==> src/oad_regs.vh <==
`ifndef OAD_REGS_VH
`define OAD_REGS_VH

// ****************************************
// flag register bit positions
// ****************************************
`define OAD_FLAG_V 7
`define OAD_FLAG_H 4
`define OAD_FLAG_I 3
`define OAD_FLAG_N 2
`define OAD_FLAG_Z 1
`define OAD_FLAG_C 0
`define OAD_FLAG_RESET 8'h08
`define OAD_FLAG_USED 8'h9f

// ****************************************
// addressing modes
// ****************************************
`define OAD_MODE_LITERAL 4'h0
`define OAD_MODE_DIRECT 4'h1
`define OAD_MODE_FULL 4'h2
`define OAD_MODE_INDEX 4'h3
`define OAD_MODE_IX_SHORT 4'h4
`define OAD_MODE_IX_LONG 4'h5
`define OAD_MODE_IX_POSTINC 4'h6
`define OAD_MODE_IX_OFS_POSTINC 4'h7
`define OAD_MODE_SP_SHORT 4'h8
`define OAD_MODE_SP_LONG 4'h9
`define OAD_MODE_RELATIVE 4'ha

// ****************************************
// operations
// ****************************************
`define OAD_OP_NONE 3'h0
`define OAD_OP_ADD_CARRY 3'h1
`define OAD_OP_ADD 3'h2
`define OAD_OP_STACK_ADJUST 3'h3
`define OAD_OP_COMPARE_BRANCH 3'h4
`define OAD_OP_MOVE 3'h5
`define OAD_OP_LOAD 3'h6

`define OAD_ACC_RESET 8'h00
`define OAD_INDEX_RESET 16'h0000
`define OAD_SP_RESET 16'h00ff
`define OAD_ONE16 16'h0001

`endif
==> src/oad_core.v <==
`timescale 1ns/100ps
`default_nettype none
`include "oad_regs.vh"

module oad_core (
  input wire mclk, // 10 MHz clock
  input wire rstn, // async reset, active low
  input wire start, // one-cycle pulse: execute the presented instruction
  input wire [2:0] op, // operation code
  input wire [3:0] mode, // addressing mode
  input wire [7:0] byte1, // first operand byte of the instruction
  input wire [7:0] byte2, // second operand byte of the instruction
  input wire [15:0] next_pc, // address after the last instruction byte
  input wire [7:0] mem_hi, // byte read at the operand address
  input wire [7:0] mem_lo, // byte read at operand address plus one
  output wire [15:0] ea, // effective address, combinational
  output wire [15:0] ea_plus1, // address of the low byte of a 16-bit value
  output wire mode_ok, // mode legal for the op, combinational
  output reg [15:0] word_data, // last 16-bit value assembled from memory
  output reg [15:0] branch_target, // last computed branch target
  output reg [7:0] acc, // accumulator
  output reg [15:0] index_pair, // index pair, high:low
  output reg [15:0] stack_ptr, // stack pointer
  output reg [7:0] condition_flag_register, // V 0 0 H I N Z C
  output reg done, // one-cycle pulse after an accepted start
  output reg bad_mode // one-cycle pulse after a refused start
);

  // ****************************************
  // states, one-hot
  // ****************************************
  localparam [1:0] ST_IDLE = 2'b01;
  localparam [1:0] ST_EXEC = 2'b10;

  reg [1:0] state;
  reg [1:0] next_state;

  // latched request so inputs may change after start; the second
  // operand byte only feeds ea, which is formed from the live inputs
  reg [2:0] op_q;
  reg [3:0] mode_q;
  reg [7:0] b1_q;
  reg [15:0] pc_q;

  // next values of the architectural registers
  reg [7:0] next_acc;
  reg [7:0] next_flags;
  reg [15:0] next_index;
  reg [15:0] next_sp;
  reg [15:0] next_word;
  reg [15:0] next_target;
  reg next_done;
  reg next_bad_mode;

  // ****************************************
  // address formation
  // ****************************************
  function [15:0] calc_ea;
    input [3:0] m;
    input [7:0] a;
    input [7:0] b;
    input [15:0] hx;
    input [15:0] sp;
    begin
      case (m)
        `OAD_MODE_DIRECT: calc_ea = {8'h00, a};
        `OAD_MODE_FULL: calc_ea = {a, b};
        `OAD_MODE_INDEX, `OAD_MODE_IX_POSTINC: calc_ea = hx;
        `OAD_MODE_IX_SHORT, `OAD_MODE_IX_OFS_POSTINC: calc_ea = hx + {8'h00, a};
        `OAD_MODE_IX_LONG: calc_ea = hx + {a, b};
        `OAD_MODE_SP_SHORT: calc_ea = sp + {8'h00, a};
        `OAD_MODE_SP_LONG: calc_ea = sp + {a, b};
        default: calc_ea = 16'h0000;
      endcase
    end
  endfunction

  // legality of a mode for an operation
  function legal;
    input [2:0] o;
    input [3:0] m;
    begin
      case (m)
        `OAD_MODE_IX_POSTINC:
          legal = (o == `OAD_OP_COMPARE_BRANCH) || (o == `OAD_OP_MOVE);
        `OAD_MODE_IX_OFS_POSTINC: legal = (o == `OAD_OP_COMPARE_BRANCH);
        `OAD_MODE_RELATIVE: legal = (o == `OAD_OP_COMPARE_BRANCH) || (o == `OAD_OP_NONE);
        default: legal = (o != `OAD_OP_STACK_ADJUST) || (m == `OAD_MODE_LITERAL);
      endcase
    end
  endfunction

  assign ea = calc_ea(mode, byte1, byte2, index_pair, stack_ptr);
  assign ea_plus1 = ea + `OAD_ONE16;
  assign mode_ok = legal(op, mode);

  // ****************************************
  // request decode
  // ****************************************
  wire in_idle = (state == ST_IDLE);
  wire in_exec = (state == ST_EXEC);
  // a start seen outside idle is dropped, so callers space requests two cycles apart
  wire take = in_idle && start;
  wire accept = take && mode_ok;
  wire refuse = take && !mode_ok;

  // ****************************************
  // operation decode, from the latched request
  // ****************************************
  wire is_adc = (op_q == `OAD_OP_ADD_CARRY);
  wire is_add = is_adc || (op_q == `OAD_OP_ADD);
  wire is_adjust = (op_q == `OAD_OP_STACK_ADJUST);
  wire is_load = (op_q == `OAD_OP_LOAD);
  wire is_literal = (mode_q == `OAD_MODE_LITERAL);
  wire post_inc = (mode_q == `OAD_MODE_IX_POSTINC) || (mode_q == `OAD_MODE_IX_OFS_POSTINC);

  // ****************************************
  // adder
  // ****************************************
  // literal mode takes the instruction byte, every other mode the byte at ea
  wire [7:0] operand = is_literal ? b1_q : mem_hi;
  wire carry_in = is_adc ? condition_flag_register[`OAD_FLAG_C] : 1'b0;
  // the low nibble is summed apart to get the carry into bit 4
  wire [4:0] low_sum = {1'b0, acc[3:0]} + {1'b0, operand[3:0]} + {4'h0, carry_in};
  wire [8:0] sum = {1'b0, acc} + {1'b0, operand} + {8'h00, carry_in};
  wire [7:0] result = sum[7:0];
  // overflow: like-signed operands give a result of the other sign
  wire ovf = (acc[7] == operand[7]) && (result[7] != acc[7]);
  wire half = low_sum[4];
  wire neg = result[7];
  wire zero = (result == 8'h00);
  wire carry_out = sum[8];

  // ****************************************
  // sign extension for stack adjust and branch offset
  // ****************************************
  wire [15:0] adj = {{8{b1_q[7]}}, b1_q};
  wire [15:0] rel = {{8{b1_q[7]}}, b1_q};

  // ****************************************
  // control
  // ****************************************
  always @* begin
    case (state)
      ST_IDLE: next_state = accept ? ST_EXEC : ST_IDLE;
      ST_EXEC: next_state = ST_IDLE;
      default: next_state = ST_IDLE;
    endcase
  end

  always @(posedge mclk or negedge rstn) begin
    if (!rstn) begin
      state <= ST_IDLE;
    end else begin
      state <= next_state;
    end
  end

  // request fields are captured whenever a start is taken, legal or not;
  // a refused request never reaches exec, so its fields are harmless
  always @(posedge mclk or negedge rstn) begin
    if (!rstn) begin
      op_q <= `OAD_OP_NONE;
      mode_q <= `OAD_MODE_LITERAL;
      b1_q <= 8'h00;
      pc_q <= 16'h0000;
    end else if (take) begin
      op_q <= op;
      mode_q <= mode;
      b1_q <= byte1;
      pc_q <= next_pc;
    end
  end

  // ****************************************
  // accumulator; memory bytes are sampled in the exec cycle,
  // so the caller presents them one cycle after start
  // ****************************************
  always @* begin
    next_acc = acc;
    if (in_exec) begin
      if (is_add) begin
        next_acc = result;
      end else if (is_load) begin
        next_acc = operand;
      end
    end
  end

  always @(posedge mclk or negedge rstn) begin
    if (!rstn) begin
      acc <= `OAD_ACC_RESET;
    end else begin
      acc <= next_acc;
    end
  end

  // ****************************************
  // condition flags; the interrupt mask is never written here
  // ****************************************
  always @* begin
    next_flags = condition_flag_register;
    if (in_exec && is_add) begin
      next_flags[`OAD_FLAG_V] = ovf;
      next_flags[`OAD_FLAG_H] = half;
      next_flags[`OAD_FLAG_N] = neg;
      next_flags[`OAD_FLAG_Z] = zero;
      next_flags[`OAD_FLAG_C] = carry_out;
    end
  end

  always @(posedge mclk or negedge rstn) begin
    if (!rstn) begin
      condition_flag_register <= `OAD_FLAG_RESET;
    end else begin
      // unused positions are masked so they can never leave zero
      condition_flag_register <= next_flags & `OAD_FLAG_USED;
    end
  end

  // ****************************************
  // index pair; bumped after the operand fetch of a post-increment mode
  // ****************************************
  always @* begin
    next_index = index_pair;
    if (in_exec && post_inc) begin
      next_index = index_pair + `OAD_ONE16;
    end
  end

  always @(posedge mclk or negedge rstn) begin
    if (!rstn) begin
      index_pair <= `OAD_INDEX_RESET;
    end else begin
      index_pair <= next_index;
    end
  end

  // ****************************************
  // stack pointer; adjust wraps modulo 64k and leaves the flags alone
  // ****************************************
  always @* begin
    next_sp = stack_ptr;
    if (in_exec && is_adjust) begin
      next_sp = stack_ptr + adj;
    end
  end

  always @(posedge mclk or negedge rstn) begin
    if (!rstn) begin
      stack_ptr <= `OAD_SP_RESET;
    end else begin
      stack_ptr <= next_sp;
    end
  end

  // ****************************************
  // assembled memory word, high byte from the operand address
  // ****************************************
  always @* begin
    next_word = word_data;
    if (in_exec) begin
      next_word = {mem_hi, mem_lo};
    end
  end

  always @(posedge mclk or negedge rstn) begin
    if (!rstn) begin
      word_data <= 16'h0000;
    end else begin
      word_data <= next_word;
    end
  end

  // ****************************************
  // branch target, worked out on every exec whatever the op;
  // only a branch makes use of it
  // ****************************************
  always @* begin
    next_target = branch_target;
    if (in_exec) begin
      next_target = pc_q + rel;
    end
  end

  always @(posedge mclk or negedge rstn) begin
    if (!rstn) begin
      branch_target <= 16'h0000;
    end else begin
      branch_target <= next_target;
    end
  end

  // ****************************************
  // status pulses
  // ****************************************
  always @* begin
    next_done = in_exec;
    next_bad_mode = refuse;
  end

  always @(posedge mclk or negedge rstn) begin
    if (!rstn) begin
      done <= 1'b0;
      bad_mode <= 1'b0;
    end else begin
      done <= next_done;
      bad_mode <= next_bad_mode;
    end
  end

endmodule // oad_core

`default_nettype wire

==> config.mk <==
export PLATFORM = sky130hd
export DESIGN_NAME = oad_core
export DESIGN_NICKNAME = d
export VERILOG_FILES = /design/src/oad_core.v
export VERILOG_INCLUDE_DIRS = /design/src
export SDC_FILE = /design/constraint.sdc
export NUM_CORES = 1
export LEC_CHECK = 0
export BUFFER_PORTS_ARGS = -buffer_cell sky130_fd_sc_hd__buf_2
export CAP_MARGIN = 20
export CORE_MARGIN = 2
export CORE_UTILIZATION = 55
export CTS_BUF_LIST = sky130_fd_sc_hd__clkbuf_16
export CTS_CLUSTER_DIAMETER = 120
export DETAILED_ROUTE_END_ITERATION = 6
export PLACE_DENSITY = 0.9
export SLEW_MARGIN = 20
export SYNTH_ARGS = -nofsm -noshare
export SYNTH_HDL_FRONTEND = slang
export SYNTH_SLANG_ARGS = --single-unit
==> constraint.sdc <==
create_clock -name mclk -period 4.75 [get_ports mclk]
set_input_delay 0 -clock mclk [delete_from_list [all_inputs] [get_ports mclk]]
set_output_delay 0 -clock mclk [all_outputs]
set_load 0.05 [all_outputs]
==> run_results.csv <==
group,metric,value,unit
status,status,"finished clean",
sta,slew_viol_final,0,
logic_synthesis,synth_area_per_cell,9.04,um^2
setup_path,path_max_fanout,5,
finish,final_nets,1301,
clock_network,cts_tree,"done",
sta,hold_violations,0,
pwr,power_leakage,5.17,nW
logic_synthesis,syn_inst,981,
clock_network,cts-resized-gates,0,
pwr,p_clk_share,15.1,%
setup_path,required,4750,ps
detailed_routing,viasPerCell,5.92,
logic_synthesis,yosys_warnings,0,
clock_network,clock-sinks,112,
floorplanning,die_h,131,um
logic_synthesis,synthArstFlopShare,100,%
logic_synthesis,synthTopCellsByArea,"dfrtp_1 (29%), ha_1 (9.5%), mux2_2 (7.6%)",
floorplanning,ios,173,
logic_synthesis,seq_area_frac_synth,31.7,%
finish,drive_above_1_share,26.2,%
sta,skew,18.1,ps
logic_synthesis,synth_ff_type,"dfrtp_1",
sta,setup_violations,0,
pwr,max-vdd-ir-drop,283,uV
floorplanning,floorplan.die.width,131,um
clock_network,postCtsSetupBuffers,0,
detailed_routing,wl_per_cell,17.4,um
sta,fin_crit,4200,ps
detailed_routing,vias,8238,
grt,grt_max_degree,67,
pwr,power,5.54,mW
detailed_routing,ant_nets,0,
pwr,combPwrFrac,55.7,%
sta,maxSlewHeadroom,38.2,%
clock_network,clock_path_buffers,2,
pwr,power_switching,2.83,mW
pwr,internal_power,2.72,mW
clock_network,htree_levels,3,
logic_synthesis,synth-seq-cells,112,
finish,areaGrowthSynthToFinish,19.4,%
logic_synthesis,yosys.area.top_type,"dfrtp_1",
sta,max_freq,238,MHz
pwr,switching_share,51.0,%
pwr,power_density,524,nW/um^2
sta,rsz0062_at_grt,"no",
logic_synthesis,netlist.area_leader.share,29.1,%
detailed_routing,dr_wl_met3,1.62,mm
sta,worst_pin_slew,924,ps
logic_synthesis,synth_edf_count,0,
detailed_routing,route.detailed.drc,0,
clock_network,numCtsBuffers,9,
setup_path,r2r_cells,13,
grt,grt_usage,27.6,%
pwr,seq_power_share,29.2,%
detailed_routing,wirelength,24.2,mm
flow_run,cap_violations,0,
logic_synthesis,synth.cells.most_frequent,"nand2_1 (157), dfrtp_1 (103), ha_1 (67)",
placement,gp_congestion,1.01,
hold_path,min_path_type,"input pin to register",
logic_synthesis,synth_area,8870,um^2
placement,port-buffer-count,169,
floorplanning,initial_core_util,56.0,%
sta,finalCritPeriodShare,88.4,%
setup_path,endpoint_kind,"output pin",
clock_network,cts_hold_buf,37,
clock_network,clk_pin_slew,90,ps
grt,antenna_found_initial,1,
grt,grt_pass1_wl,38.0,mm
floorplanning,rows,46,
detailed_routing,wl_met1,10.2,mm
detailed_routing,highest_layer,"met4",
placement,place_hpwl,17.4,mm
setup_path,crit_type,"register to output pin",
floorplanning,dieArea,17200,um^2
hold_path,holdPathStages,2,
setup_path,cp.arrival,4200,ps
detailed_routing,drtPass1Iterations,6,
setup_path,critPathLaunchType,"register",
floorplanning,fp.coreArea,15800,um^2
detailed_routing,wl_met2,11.3,mm
detailed_routing,drt_iter0_markers,703,
clock_network,root_buffer,"clkbuf_16",
sta,finalSetupTns,0,ps
clock_network,insertion_delay,360,ps
grt,grt_overflow_total,0,
logic_synthesis,synth.distinct_cells,90,
grt,first_global_vias,7926,
logic_synthesis,yosysMostFrequentCell,"nand2_1",
-- through the flow --
step | cell area [um^2] | utilization (%) | cells | setup slack (ps) | hold WS, ps
detailed placement | 9890 | 62.5 | 1338 | 614 | 154
global route | 10600 | 66.9 | 1392 | 178 | 22.0
CTS | 10600 | 66.9 | 1391 | 541 | 9.85
global placement | 9890 | 62.5 | 1338 | 722 | 151
floorplan | 8880 | - | 982 | 28.7 | -296
finish | 10600 | 66.9 | 1392 | 550 | 29.6
-- metal layers --
layer	up-vias	track usage (%)
li1	3879	-
met1	3884	36.0
met2	395	45.7
met3	80	3.22
met4	0	13.4
met5	-	0
-- critical path, stage by stage (launching register included) --
cell and delay, ps:
dfstp_2 610, inv_1 100, o21ai_0 290, inv_1 100, fa_1 600, nor3_1 70
a32oi_1 160, nor2_1 70, a2111oi_2 430, inv_1 110, ha_1 220, nor2b_1 160
and4_1 260, nand3_1 160, nor2_1 80, xor2_1 140, buf_2 280
-- kinds of logic (layout without fill, tap and decap cells) --
logic type	after synthesis	after routing	synth area share, %
AOI/OAI and AO/OA	219	219	17.4
xor gates and xnor gates	77	77	7.61
adders and majority gates	73	73	10.8
buffers and inverters	82	275	3.99
DFF	112	112	31.7
muxes	73	73	9.10
other	2	4	0.0847
and+or+nand+nor	343	343	19.2
-- layout by cell type, fill, tap and decap left out, types with 23 or more instances in the layout --
master | synthesis | layout
xor2_1 | 31 | 31
nor2_1 | 49 | 49
dlygate4sd3_1 | 0 | 37
mux2_2 | 60 | 60
ha_1 | 67 | 67
dfrtp_1 | 103 | 103
nand2_1 | 157 | 157
nand3_1 | 23 | 23
o21ai_0 | 58 | 58
xnor2_1 | 46 | 46
a21oi_1 | 37 | 37
inv_1 | 41 | 41
buf_2 | 7 | 168
-- final cells by class --
class / instances / area (um^2)
clock inverters: 7 / 100
fillers: 1164 / 5240
multi-input cells: 788 / 5720
flip-flops and latches: 112 / 2810
repair buffers: 216 / 1290
diodes: 1 / 2.50
well taps: 216 / 270
inverters: 43 / 161
clock buffers: 9 / 225
-- state kept, by name (all words and copies together) (netlist names) --
register / cells
acc: 8
b1_q: 8
bad_mode: 1
branch_target: 16
condition_flag_register: 5
done: 1
index_pair: 16
mode_q: 4
op_q: 3
pc_q: 16
stack_ptr: 16
state: 2
word_data: 16
-- final timing paths --
kind                                        from                          to  slack [ps]
min in group asynchronous                   rstn                    pc_q[10]         300
max in group asynchronous                   rstn                     b1_q[4]        3330
worst max-delay path                stack_ptr[1]                ea_plus1[12]         550
worst max register to register         mode_q[1]  condition_flag_register[1]        1160
worst min-delay path                    byte1[2]                     b1_q[2]          30
worst min register to register  branch_target[9]            branch_target[9]         480
-- power groups by stage --
stage | clock (mW) | combinational, mW | sequential (mW)
after floorplan | 0 | 1.52 | 2.37
after global placement | 0 | 2.91 | 1.59
after detailed placement | 0 | 3.00 | 1.60
after CTS | 0.840 | 3.05 | 1.59
after global routing | 0.883 | 3.34 | 1.65
final | 0.837 | 3.09 | 1.62
No activity file was read; power rests on OpenSTA's default activity.
